==> src/logic/chirp_pkg.sv <==
// Purpose: constants for the chirp and phase-keying update control block
// Assumes: registers reached by a simple write/read port at printed offsets
// Notes on behaviour
// - Delta step word is two's complement; MSB one sweeps down, zero sweeps up.
// - Written settings stay buffered until an update edge transfers them.
// - Chirp never returns or stops on its own; it wraps freely.
// - Setting the accumulator clear bit gives a one-cycle pulse zeroing the frequency accumulator.
// - Held clear bit re-fires that pulse on every update edge.
// - Full clear bit holds both accumulators at zero while high.
// - Register writes are accepted while the full clear bit is high.
// - Freeze pin in chirp mode stops the dwell counter and thus the sweep.
// - After freeze, countdown finishes at old rate before a new dwell loads.
// - An all-zero delta step word holds the frequency reached.
// - In mode 100 the phase pin picks phase word one (low) or two (high).
// - Buffered registers copy to the active core only on an update rising edge.
// - External update edges are synchronised to the clock before transfer.
// - Update source bit resets to internal; zero selects external update input.
// - Internal update counter ticks at half rate; period (N+1) times two clocks.
// - In internal mode each update pulse is driven out on the update pin.
// - Each driven update pulse stays high exactly eight clocks, except one clock for the update that switches to external update.
// - With an update count below five the update pin stays high.
// - Each dwell counter pulse adds the delta step word to the frequency accumulator.
// - Dwell counter counts down N at the clock, one pulse per N+1 clocks.
package chirp_pkg;
  // Register offsets (most significant byte of each multi-byte register)
  localparam logic [7:0] OFF_PHASE_ONE = 8'h00;
  localparam logic [7:0] OFF_PHASE_TWO = 8'h02;
  localparam logic [7:0] OFF_START_TUNING = 8'h04;
  localparam logic [7:0] OFF_DELTA_STEP = 8'h10;
  localparam logic [7:0] OFF_UPDATE_PERIOD = 8'h16;
  localparam logic [7:0] OFF_STEP_DWELL = 8'h1A;
  localparam logic [7:0] OFF_CONTROL = 8'h1F;
  // Control byte field positions
  localparam int CTL_FULL_CLEAR = 7;
  localparam int CTL_ACC_CLEAR = 6;
  localparam int CTL_MODE_LSB = 1;
  localparam int CTL_INT_UPDATE = 0;
  localparam logic [7:0] CONTROL_RESET = 8'h01;
  // Mode codes
  localparam logic [2:0] MODE_CHIRP = 3'h3;
  localparam logic [2:0] MODE_BPSK = 3'h4;
  // Update pin timing
  localparam int UPDATE_PULSE_CYCLES = 8;
  localparam logic [31:0] UPDATE_SHORT_LIMIT = 32'h0000_0005;
endpackage : chirp_pkg

==> src/logic/chirp_update_ctrl.sv <==
// Purpose: chirp sweep, phase keying and update clock control
// Assumes: byte-wide register writes at printed offsets, one 10 MHz clock
// Notes: update pin is three signals; host drives it only in external mode
module chirp_update_ctrl #(
  parameter int FREQ_W = 48,
  parameter int DWELL_W = 20,
  parameter int PHASE_W = 14
) (
  input wire logic clock,
  input wire logic resetn,
  input wire logic regWrite,
  input wire logic [7:0] regAddr,
  input wire logic [7:0] regWdata,
  output logic [7:0] regRdata,
  input wire logic freezePin,
  input wire logic updateIn,
  output logic updateOut,
  output logic updateOe,
  output logic [FREQ_W-1:0] freqWord,
  output logic [FREQ_W-1:0] phaseAcc,
  output logic [PHASE_W-1:0] phaseOffset
);
  // Register map and field slices are fixed, so other widths are refused
  if (FREQ_W != 48 || DWELL_W != 20 || PHASE_W != 14) begin : g_width_check
    $error("chirp_update_ctrl: widths are fixed");
  end

  // Reset release through two flops
  logic rstMeta_q;
  logic rstN;
  always_ff @(posedge clock or negedge resetn) begin
    if (!resetn) begin
      rstMeta_q <= 1'b0;
      rstN <= 1'b0;
    end else begin
      rstMeta_q <= 1'b1;
      rstN <= rstMeta_q;
    end
  end

  // Buffered registers, written by the host
  logic [47:0] bufStart_q, bufStart_d;
  logic [47:0] bufDelta_q, bufDelta_d;
  logic [31:0] bufPeriod_q, bufPeriod_d;
  logic [19:0] bufDwell_q, bufDwell_d;
  logic [13:0] bufPh1_q, bufPh1_d;
  logic [13:0] bufPh2_q, bufPh2_d;
  logic [7:0] bufCtl_q, bufCtl_d;
  // Active core copies
  logic [47:0] actStart_q, actStart_d;
  logic [47:0] actDelta_q, actDelta_d;
  logic [31:0] actPeriod_q, actPeriod_d;
  logic [19:0] actDwell_q, actDwell_d;
  logic [13:0] actPh1_q, actPh1_d;
  logic [13:0] actPh2_q, actPh2_d;
  logic [7:0] actCtl_q, actCtl_d;
  logic updateEdge;
  logic [7:0] rd_d;

  // Byte writes into buffers, accepted in every state
  always_comb begin
    logic [7:0] idx;
    idx = 8'h00;
    bufStart_d = bufStart_q;
    bufDelta_d = bufDelta_q;
    bufPeriod_d = bufPeriod_q;
    bufDwell_d = bufDwell_q;
    bufPh1_d = bufPh1_q;
    bufPh2_d = bufPh2_q;
    bufCtl_d = bufCtl_q;
    if (regWrite) begin
      if (regAddr >= chirp_pkg::OFF_START_TUNING && regAddr < chirp_pkg::OFF_START_TUNING + 8'h06) begin
        idx = regAddr - chirp_pkg::OFF_START_TUNING;
        bufStart_d[8*(5-idx[2:0]) +: 8] = regWdata;
      end else if (regAddr >= chirp_pkg::OFF_DELTA_STEP && regAddr < chirp_pkg::OFF_DELTA_STEP + 8'h06) begin
        idx = regAddr - chirp_pkg::OFF_DELTA_STEP;
        bufDelta_d[8*(5-idx[2:0]) +: 8] = regWdata;
      end else if (regAddr >= chirp_pkg::OFF_UPDATE_PERIOD && regAddr < chirp_pkg::OFF_UPDATE_PERIOD + 8'h04) begin
        idx = regAddr - chirp_pkg::OFF_UPDATE_PERIOD;
        bufPeriod_d[8*(3-idx[1:0]) +: 8] = regWdata;
      end else if (regAddr == chirp_pkg::OFF_STEP_DWELL) begin
        bufDwell_d[19:16] = regWdata[3:0];
      end else if (regAddr == chirp_pkg::OFF_STEP_DWELL + 8'h01) begin
        bufDwell_d[15:8] = regWdata;
      end else if (regAddr == chirp_pkg::OFF_STEP_DWELL + 8'h02) begin
        bufDwell_d[7:0] = regWdata;
      end else if (regAddr == chirp_pkg::OFF_PHASE_ONE) begin
        bufPh1_d[13:8] = regWdata[5:0];
      end else if (regAddr == chirp_pkg::OFF_PHASE_ONE + 8'h01) begin
        bufPh1_d[7:0] = regWdata;
      end else if (regAddr == chirp_pkg::OFF_PHASE_TWO) begin
        bufPh2_d[13:8] = regWdata[5:0];
      end else if (regAddr == chirp_pkg::OFF_PHASE_TWO + 8'h01) begin
        bufPh2_d[7:0] = regWdata;
      end else if (regAddr == chirp_pkg::OFF_CONTROL) begin
        bufCtl_d = regWdata;
      end
    end
  end

  // Transfer to core only on an update edge
  always_comb begin
    actStart_d = updateEdge ? bufStart_q : actStart_q;
    actDelta_d = updateEdge ? bufDelta_q : actDelta_q;
    actPeriod_d = updateEdge ? bufPeriod_q : actPeriod_q;
    actDwell_d = updateEdge ? bufDwell_q : actDwell_q;
    actPh1_d = updateEdge ? bufPh1_q : actPh1_q;
    actPh2_d = updateEdge ? bufPh2_q : actPh2_q;
    actCtl_d = updateEdge ? bufCtl_q : actCtl_q;
  end

  // Read back of the buffered control byte, unmapped reads zero
  always_comb begin
    rd_d = 8'h00;
    if (regAddr == chirp_pkg::OFF_CONTROL) begin
      rd_d = bufCtl_q;
    end
  end

  always_ff @(posedge clock or negedge rstN) begin
    if (!rstN) begin
      bufStart_q <= 48'h0; bufDelta_q <= 48'h0; bufPeriod_q <= 32'h0; bufDwell_q <= 20'h0;
      bufPh1_q <= 14'h0; bufPh2_q <= 14'h0; bufCtl_q <= chirp_pkg::CONTROL_RESET;
      actStart_q <= 48'h0; actDelta_q <= 48'h0; actPeriod_q <= 32'h0; actDwell_q <= 20'h0;
      actPh1_q <= 14'h0; actPh2_q <= 14'h0; actCtl_q <= chirp_pkg::CONTROL_RESET;
      regRdata <= 8'h00;
    end else begin
      bufStart_q <= bufStart_d; bufDelta_q <= bufDelta_d; bufPeriod_q <= bufPeriod_d;
      bufDwell_q <= bufDwell_d; bufPh1_q <= bufPh1_d; bufPh2_q <= bufPh2_d; bufCtl_q <= bufCtl_d;
      actStart_q <= actStart_d; actDelta_q <= actDelta_d; actPeriod_q <= actPeriod_d;
      actDwell_q <= actDwell_d; actPh1_q <= actPh1_d; actPh2_q <= actPh2_d; actCtl_q <= actCtl_d;
      regRdata <= rd_d;
    end
  end

  // Control fields of the active core
  logic intMode, accClear, fullClear;
  logic [2:0] mode;
  assign intMode = actCtl_q[chirp_pkg::CTL_INT_UPDATE];
  assign accClear = actCtl_q[chirp_pkg::CTL_ACC_CLEAR];
  assign fullClear = actCtl_q[chirp_pkg::CTL_FULL_CLEAR];
  assign mode = actCtl_q[chirp_pkg::CTL_MODE_LSB +: 3];

  // Synchronisers for pins
  logic freezeSync, extSync;
  logic extRaw;
  // Own pulse on the pin is masked, so a mode switch sees no false edge
  assign extRaw = updateIn && !updateOe;
  sync_two freezeSyncInst (.clock(clock), .rstN(rstN), .din(freezePin), .dout(freezeSync));
  sync_two extSyncInst (.clock(clock), .rstN(rstN), .din(extRaw), .dout(extSync));

  // Update generator: half-rate down-counter, external edge detect, pin pulse
  logic half_q, half_d;
  logic [31:0] updCnt_q, updCnt_d;
  logic extPrev_q, extPrev_d;
  logic [3:0] pulseCnt_q, pulseCnt_d;
  logic intTick;
  logic pinHigh;
  assign intTick = intMode && half_q && (updCnt_q == 32'h0);
  assign updateEdge = intMode ? intTick : (extSync && !extPrev_q);
  always_comb begin
    half_d = ~half_q;
    updCnt_d = updCnt_q;
    if (half_q) begin
      updCnt_d = (updCnt_q == 32'h0) ? bufPeriod_q : updCnt_q - 32'h1;
    end
    extPrev_d = extSync;
    pulseCnt_d = pulseCnt_q;
    if (intTick) begin
      pulseCnt_d = 4'(chirp_pkg::UPDATE_PULSE_CYCLES);
    end else if (pulseCnt_q != 4'h0) begin
      pulseCnt_d = pulseCnt_q - 4'h1;
    end
    pinHigh = (pulseCnt_d != 4'h0) || (actPeriod_q < chirp_pkg::UPDATE_SHORT_LIMIT);
  end
  always_ff @(posedge clock or negedge rstN) begin
    if (!rstN) begin
      half_q <= 1'b0;
      updCnt_q <= 32'h0;
      extPrev_q <= 1'b0;
      pulseCnt_q <= 4'h0;
      updateOut <= 1'b0;
      updateOe <= 1'b0;
    end else begin
      half_q <= half_d;
      updCnt_q <= updCnt_d;
      extPrev_q <= extPrev_d;
      pulseCnt_q <= pulseCnt_d;
      updateOut <= intMode && pinHigh;
      updateOe <= intMode;
    end
  end

  // Accumulator clear pulse: on the bit's rise or each update while held
  logic accClrPrev_q;
  logic clrPulse;
  assign clrPulse = (accClear && !accClrPrev_q) || (accClear && updateEdge);
  always_ff @(posedge clock or negedge rstN) begin
    if (!rstN) begin
      accClrPrev_q <= 1'b0;
    end else begin
      accClrPrev_q <= accClear;
    end
  end

  // Dwell counter and frequency accumulator
  logic [19:0] dwell_q, dwell_d;
  logic [47:0] freqAcc_q, freqAcc_d;
  logic [47:0] phase_d;
  logic [47:0] word_d;
  logic [13:0] offs_d;
  logic dwellPulse;
  logic frozen;
  assign frozen = freezeSync && (mode == chirp_pkg::MODE_CHIRP);
  assign dwellPulse = !frozen && (dwell_q == 20'h0);
  always_comb begin
    dwell_d = dwell_q;
    if (!frozen) begin
      // Finish current countdown before taking a new value
      dwell_d = (dwell_q == 20'h0) ? actDwell_q : dwell_q - 20'h1;
    end
    freqAcc_d = freqAcc_q;
    if (fullClear || clrPulse) begin
      freqAcc_d = 48'h0;
    end else if (dwellPulse) begin
      // Signed step, wraps freely; zero step holds
      freqAcc_d = freqAcc_q + actDelta_q;
    end
    word_d = actStart_q + freqAcc_d;
    phase_d = fullClear ? 48'h0 : phaseAcc + freqWord;
    offs_d = actPh1_q;
    if (mode == chirp_pkg::MODE_BPSK && freezeSync) begin
      offs_d = actPh2_q;
    end
  end
  always_ff @(posedge clock or negedge rstN) begin
    if (!rstN) begin
      dwell_q <= 20'h0;
      freqAcc_q <= 48'h0;
      freqWord <= 48'h0;
      phaseAcc <= 48'h0;
      phaseOffset <= 14'h0;
    end else begin
      dwell_q <= dwell_d;
      freqAcc_q <= freqAcc_d;
      freqWord <= fullClear ? 48'h0 : word_d;
      phaseAcc <= phase_d;
      phaseOffset <= offs_d;
    end
  end
endmodule : chirp_update_ctrl

==> src/logic/sync_two.sv <==
// Purpose: two-flop synchroniser for a level
// Assumes: single clock, active low async reset
// Notes: first flop is read only by the second
module sync_two (
  input wire logic clock,
  input wire logic rstN,
  input wire logic din,
  output logic dout
);
  logic meta_q;
  logic stable_q;
  // Two stage capture
  always_ff @(posedge clock or negedge rstN) begin
    if (!rstN) begin
      meta_q <= 1'b0;
      stable_q <= 1'b0;
    end else begin
      meta_q <= din;
      stable_q <= meta_q;
    end
  end
  assign dout = stable_q;
endmodule : sync_two

==> config.mk <==
export PLATFORM = sky130hd
export DESIGN_NAME = chirp_update_ctrl
export DESIGN_NICKNAME = d
export VERILOG_FILES = /design/src/logic/chirp_pkg.sv /design/src/logic/chirp_update_ctrl.sv /design/src/logic/sync_two.sv
export SDC_FILE = /design/constraint.sdc
export NUM_CORES = 1
export LEC_CHECK = 0
export CAP_MARGIN = 25
export CORE_ASPECT_RATIO = 0.75
export CORE_UTILIZATION = 55
export DETAILED_ROUTE_END_ITERATION = 7
export DONT_BUFFER_PORTS = 1
export GPL_TIMING_DRIVEN = 1
export PLACE_DENSITY = 0.78
export SLEW_MARGIN = 25
export SYNTH_ARGS = -nofsm -noshare
export SYNTH_HDL_FRONTEND = slang
export SYNTH_SLANG_ARGS = --single-unit
==> constraint.sdc <==
create_clock -name clock -period 17.4 [get_ports clock]
set_input_delay 2.61 -clock clock [delete_from_list [all_inputs] [get_ports clock]]
set_output_delay 2.61 -clock clock [all_outputs]
set_load 0.03 [all_outputs]
==> results.sh, run 1 <==
export IMPL_status="finished clean"
export IMPL_diodes=0
export IMPL_syn_avg_cell_area_sq_um=9.14
export IMPL_worstMarginPinSlew_ns=1.01
export IMPL_cts_hold_buf=0
export IMPL_firstDrtPassIters=8
export IMPL_via_count=24200
export IMPL_finalMaxSlewViolations=0
export IMPL_synth_edff_count=0
export IMPL_cp_max_fo=35
export IMPL_vias_per_cell=5.94
export IMPL_synth_area_sq_um=30800
export IMPL_arrival_ns=7.85
export IMPL_hold_end="rstN$_DFF_PN0_"
export IMPL_end_kind="flop"
export IMPL_multi_input_area_sq_um=15000
export IMPL_clk_insertion_delay_late_ns=0.67
export IMPL_io_pins=141
export IMPL_start_kind="flop"
export IMPL_seq_area_sq_um=15000
export IMPL_dieWidth_microns=275
export IMPL_grt_first_pass_wirelength_microns=124000
export IMPL_gp_congestion=0.960
export IMPL_grt_overflow=0
export IMPL_crit_chain="nor4_1 > nand2b_1 > or4_1 > or3_1 > nor2_2 > nor2_4 > nand2_1 > a21o_1 > buf_4 > nor2_1 > ha_1 > o21a_1 > o21ai_0 > a21oi_1 > nand2_1 > or4_1 > a2111oi_0 > o21ai_0 > a31oi_1 > a41oi_1 > xor2_1 > nor2_1"
export IMPL_fin_worst_skew_ns=0.0605
export IMPL_synth_most_common_cell="nand2_1"
export IMPL_drt_iter0_markers=2583
export IMPL_n_fill_cell=4521
export IMPL_report_final_hold_viol_count=0
export IMPL_ys_types=78
export IMPL_p_per_area_nw_per_um2=84.6
export IMPL_irDropWorstVdd_v=0.0000974
export IMPL_min_period_ns=7.36
export IMPL_htree_levels=2
export IMPL_hold_depth=0
export IMPL_start_util_pct=56.1
export IMPL_rsz0062_at_grt="false"
export IMPL_p_leak_nw=15.9
export IMPL_reg2reg_to="freqWord[46]$_DFF_PN0_"
export IMPL_setup_viol=0
export IMPL_numCtsBuffers=58
export IMPL_worstSetupPathType="flop to flop"
export IMPL_r2r_slack_ns=10.04
export IMPL_wire_per_inst_microns=18.7
export IMPL_cts_root_buf="clkbuf_16"
export IMPL_ys_flop_type="dfrtp_1"
export IMPL_cts_sinks=599
export IMPL_nNetsFinal=3487
export IMPL_dp_cells=3959
export IMPL_cp_buffers_inverters=1
export IMPL_postCtsSetupBuffers=0
export IMPL_routed_wl_microns=76000
export IMPL_dp_hpwl_microns=51800
export IMPL_fin_tns_setup_ns=0
export IMPL_syn_num_nets=3558
export IMPL_rows=74
export IMPL_fp_dieH_microns=207
export IMPL_stdcell_count=4069
export IMPL_min_delay_start="rstMeta_q$_DFF_PN0_"
export IMPL_max_freq_mhz=136
export IMPL_cpPeakStageDelay_ns=0.82
export IMPL_core_sq_um=54900
export IMPL_ys_ff_latch=599
export IMPL_ant_nets=0
export IMPL_ff2ff_path_depth=22
export IMPL_worstHoldPathType="flop to flop"
export IMPL_yosysTopAreaCell="dfrtp_1"
export IMPL_tritoncts="done"
export IMPL_synth_yosys_warnings=0
export IMPL_slowest_stage="a2111oi_0"
export IMPL_synthTopCellsByCount="nand2_1 (885), dfrtp_1 (597), o21ai_0 (238)"
export IMPL_critical_path_top_delay_family="simple AND/OR/NAND/NOR gates"
export IMPL_r2r_start="updCnt_q[12]$_DFFE_PN0P_"
export IMPL_first_global_vias=23300
export IMPL_post_route_period_util_pct=42.3
export IMPL_cp_required_ns=17.88
export IMPL_timing_slew_headroom_pct=32.7
export IMPL_syn_inst=3369
export IMPL_die_area_sq_um=57000
export IMPL_drc_errors=0
export IMPL_grt_max_degree=185
export IMPL_path_clk_slew_ns=0.06
export IMPL_async_reset_ff_share_pct=100
export IMPL_clock_path_buffers=3
export IMPL_cts_resized=0
export IMPL_placed_cell_area_sq_um=31300
export IMPL_drive_gt1_share_pct=7.65
export IMPL_synth_top_area_share_pct=48.5
export IMPL_io_buffers=0
export IMPL_fin_area_sq_um=33500
export IMPL_antenna_found_initial=0
export IMPL_yosysSeqAreaShare_pct=48.7
export IMPL_ys_top_cells_by_area="dfrtp_1 (49%), nand2_1 (11%), ha_1 (6.7%)"
export IMPL_track_usage_pct=27.2
export IMPL_cap_violations=0
export IMPL_area_growth_pct=8.69
export IMPL_whs_ns=0.348
cell type report:
class | instances | share of cell area, %
clock buffers | 78 | 4.92
clock inverters | 31 | 1.37
inverters | 65 | 0.729
multi-input cells | 2550 | 44.7
flip-flops and latches | 599 | 44.8
well taps | 722 | 2.70
repair buffers | 24 | 0.744
layout by cell type (no fill, tap or decap), types with 58 or more instances in the layout:
master / n
a21o_1: 108
clkbuf_16: 58
nor2_1: 226
a21oi_1: 201
dfrtp_1: 595
xnor2_1: 76
nand2_1: 885
inv_1: 64
o21ai_0: 238
ha_1: 164
mux2_2: 101
layer usage:
layer | part of all wire [%] | global-route usage [%] | vias to the layer above
li1 | - | - | 11400
met1 | 47 | 39.8 | 11800
met2 | 45 | 42.0 | 758
met3 | 6.2 | 4.12 | 145
met4 | 2.5 | 8.01 | 0
met5 | 0 | 0 | -
registers in the layout (all words and copies together), names as in the netlist, 4 cells and up:
register,cells
phaseAcc,48
regRdata,8
bufDelta_q,48
actPh2_q,14
dwell_q,20
freqWord,48
freqAcc_q,48
actPeriod_q,32
actDelta_q,48
pulseCnt_q,4
phaseOffset,14
bufPeriod_q,32
bufPh2_q,14
actCtl_q,6
bufDwell_q,20
actDwell_q,20
actStart_q,48
bufPh1_q,14
bufCtl_q,8
actPh1_q,14
updCnt_q,32
bufStart_q,48
power by group:
part / switching, mW / total, mW / internal (mW)
clock network: 0.572 / 1.36 / 0.791
logic: 0.0456 / 0.0611 / 0.0155
registers: 0.00818 / 1.41 / 1.40
through the flow:
stage	setup WS (ns)	utilization, %	power [mW]
2_1_floorplan	7.66	-	1.48
3_3_place_gp	10.38	57.1	1.49
3_5_place_dp	10.24	57.1	1.50
4_1_cts	10.20	60.9	2.85
5_1_grt	9.49	61.0	2.92
6_report	10.04	61.0	2.83
cells by family (layout without fill, tap and decap cells):
family,count (synthesis),in the layout,synth area share (%)
AO/OA/AOI/OAI,735,735,14.5
XOR/XNOR,132,132,3.75
adder cells (fa/ha/maj),168,168,6.92
buffers and inverters,220,198,2.79
flip-flops,599,599,48.7
multiplexers,106,106,3.86
other,1,1,0.0122
AND/OR/NAND/NOR,1408,1408,19.5
worst max-delay path by stage:
stage,from,endpoint,slack [ns],cells past startpoint
2_1_floorplan,rstN$_DFF_PN0_,accClrPrev_q$_DFF_PN0_,7.66,0
3_3_place_gp,updCnt_q[12]$_DFFE_PN0P_,freqWord[47]$_DFF_PN0_,10.38,22
3_5_place_dp,updCnt_q[12]$_DFFE_PN0P_,freqWord[46]$_DFF_PN0_,10.24,22
4_1_cts,updCnt_q[12]$_DFFE_PN0P_,freqWord[46]$_DFF_PN0_,10.20,22
5_1_grt,updCnt_q[12]$_DFFE_PN0P_,freqWord[41]$_DFF_PN0_,9.49,22
6_report,updCnt_q[12]$_DFFE_PN0P_,freqWord[46]$_DFF_PN0_,10.04,22
Power figures use the tool's default switching activity.
==> run 2, diff against run 1 <==
==> constraint.sdc (replaced) <==
create_clock -name clock -period 6.1 [get_ports clock]
set_input_delay 0.915 -clock clock [delete_from_list [all_inputs] [get_ports clock]]
set_output_delay 0.915 -clock clock [all_outputs]
set_load 0.03 [all_outputs]
==> results.sh, run 2 (same netlist as run 1, synthesis figures left out) <==
export IMPL_grt_overflow=0
export IMPL_n_fill_cell=4480
export IMPL_seq_area_sq_um=15000
export IMPL_p_per_area_nw_per_um2=239
export IMPL_clock_path_buffers=3
export IMPL_io_pins=141
export IMPL_post_route_period_util_pct=95.8
export IMPL_post_place_ws_ns=0.0255
export IMPL_path_clk_slew_ns=0.07
export IMPL_core_sq_um=54900
export IMPL_reg2reg_to="freqWord[46]$_DFF_PN0_"
export IMPL_worstHoldPathType="primary input to flop"
export IMPL_final_cell_mix="nand2_1 (885), dfrtp_1 (595), o21ai_0 (235)"
export IMPL_clk_insertion_delay_late_ns=0.65
export IMPL_drc_errors=0
export IMPL_postCtsSetupBuffers=0
export IMPL_fin_worst_skew_ns=0.0249
export IMPL_finalMaxSlewViolations=0
export IMPL_firstDrtPassIters=6
export IMPL_fp_dieH_microns=207
export IMPL_routed_wl_microns=77800
export IMPL_slowest_stage="or4_1"
export IMPL_via_count=24300
export IMPL_cp_buffers_inverters=3
export IMPL_track_usage_pct=27.3
export IMPL_wire_per_inst_microns=18.9
export IMPL_fin_ws_ns=0.255
export IMPL_io_buffers=0
export IMPL_end_kind="flop"
export IMPL_ff2ff_path_depth=24
export IMPL_htree_levels=2
export IMPL_area_growth_pct=10.1
export IMPL_cts_sinks=599
export IMPL_first_global_vias=22800
export IMPL_cp_max_fo=6
export IMPL_report_final_hold_viol_count=0
export IMPL_layout_commonest_cell="nand2_1"
export IMPL_dieWidth_microns=275
export IMPL_cts_root_buf="clkbuf_16"
export IMPL_numCtsBuffers=59
export IMPL_drt_iter0_markers=2307
export IMPL_cap_violations=0
export IMPL_p_leak_nw=16.2
export IMPL_min_delay_start="freezePin"
export IMPL_hold_end="freezeSyncInst.meta_q$_DFF_PN0_"
export IMPL_antenna_found_initial=0
export IMPL_crit_top_cell="buf_4"
export IMPL_worstMarginPinSlew_ns=0.932
export IMPL_timing_slew_headroom_pct=37.9
export IMPL_grt_max_degree=175
export IMPL_r2r_slack_ns=0.26
export IMPL_start_kind="flop"
export IMPL_diodes=0
export IMPL_arrival_ns=6.35
export IMPL_cp_required_ns=6.61
export IMPL_start_util_pct=56.1
export IMPL_tritoncts="done"
export IMPL_r2r_start="updCnt_q[13]$_DFFE_PN0P_"
export IMPL_nNetsFinal=3527
export IMPL_setup_viol=0
export IMPL_cpPeakStageDelay_ns=0.51
export IMPL_critical_path_top_delay_family="simple AND/OR/NAND/NOR gates"
export IMPL_vias_per_cell=5.92
export IMPL_irDropWorstVdd_v=0.000241
export IMPL_max_freq_mhz=171
export IMPL_gp_congestion=0.954
export IMPL_ant_nets=0
export IMPL_crit_chain="nor4_4 > nand2b_1 > or4_1 > or3_1 > nor2_2 > nor2_4 > nand2_1 > a21o_2 > buf_4 > buf_4 > nor2_1 > ha_1 > o21a_1 > o21ai_0 > a21oi_1 > nand2_1 > or4_1 > a2111oi_1 > buf_4 > o21ai_1 > a31oi_2 > a41oi_1 > xor2_1 > nor2_1"
export IMPL_grt_first_pass_wirelength_microns=124000
export IMPL_worstSetupPathType="flop to flop"
export IMPL_utilization_pct=61.7
export IMPL_min_period_ns=5.84
export IMPL_die_area_sq_um=57000
export IMPL_status="finished clean"
export IMPL_hold_depth=0
export IMPL_rows=74
export IMPL_drive_gt1_share_pct=9.03
export IMPL_multi_input_area_sq_um=15100
export IMPL_dp_hpwl_microns=52800
==> run 2: where the power goes <==
part | internal, mW | switching, mW | total, mW
registers | 4.00 | 0.0213 | 4.02
clock network | 2.27 | 1.63 | 3.90
logic | 0.0441 | 0.132 | 0.176
total | 6.31 | 1.78 | 8.09
==> run 2: cell type report <==
type                    count  share of cell area (%)
clock buffers              84                    4.96
clock inverters            26                    1.21
inverters                  65                   0.720
multi-input cells        2550                    44.5
flip-flops and latches    599                    44.2
well taps                 722                    2.66
repair buffers             63                    1.73
==> run 2: worst max path at each step <==
stage                                   endpoint  slack, ns  cells past startpoint                     start
final                     freqWord[46]$_DFF_PN0_       0.26                     24  updCnt_q[13]$_DFFE_PN0P_
after global placement    freqWord[44]$_DFF_PN0_        0.1                     21  updCnt_q[13]$_DFFE_PN0P_
after floorplan           accClrPrev_q$_DFF_PN0_       0.29                      0            rstN$_DFF_PN0_
after detailed placement  freqWord[47]$_DFF_PN0_       0.03                     23  updCnt_q[13]$_DFFE_PN0P_
after global routing      freqWord[46]$_DFF_PN0_      -0.12                     22    dwell_q[7]$_DFFE_PN0N_
after CTS                 freqWord[44]$_DFF_PN0_       0.02                     21  updCnt_q[13]$_DFFE_PN0P_
==> run 2: per-layer routing <==
layer | routed length (microns) | global-route usage (%) | up-vias | share of wire, %
li1 | - | - | 11500 | -
met1 | 36400 | 40.9 | 11800 | 47
met2 | 34300 | 40.9 | 791 | 44
met3 | 5530 | 5.04 | 130 | 7.1
met4 | 1620 | 7.14 | 0 | 2.1
met5 | 0 | 0 | - | 0
==> run 2: through the flow <==
| stage | hold WS (ns) | TNS [ns] | total power, mW | area (sq um) | cells |
|---|---|---|---|---|---|
| finish | 0.291 | 0 | 8.09 | 33900 | 4109 |
| global placement | 0.335 | 0 | 4.26 | 31700 | 3998 |
| CTS | 0.259 | 0 | 8.15 | 33800 | 4109 |
| detailed placement | 0.348 | 0 | 4.27 | 31700 | 3998 |
| floorplan | 0.331 | 0 | 4.22 | 30800 | 3369 |
| global route | 0.262 | -0.179 | 8.33 | 33900 | 4109 |
==> run 2: repair_timing <==
| item | 4_1_cts | 5_1_grt |
|---|---|---|
| gates resized for setup | 2 | 23 |
| hold buffers | 1 | 0 |
| setup endpoints to repair | 1 | 14 |
| cloned | 0 | 0 |
| pin swaps | 0 | 2 |
| hold endpoints to repair | 2 | 0 |
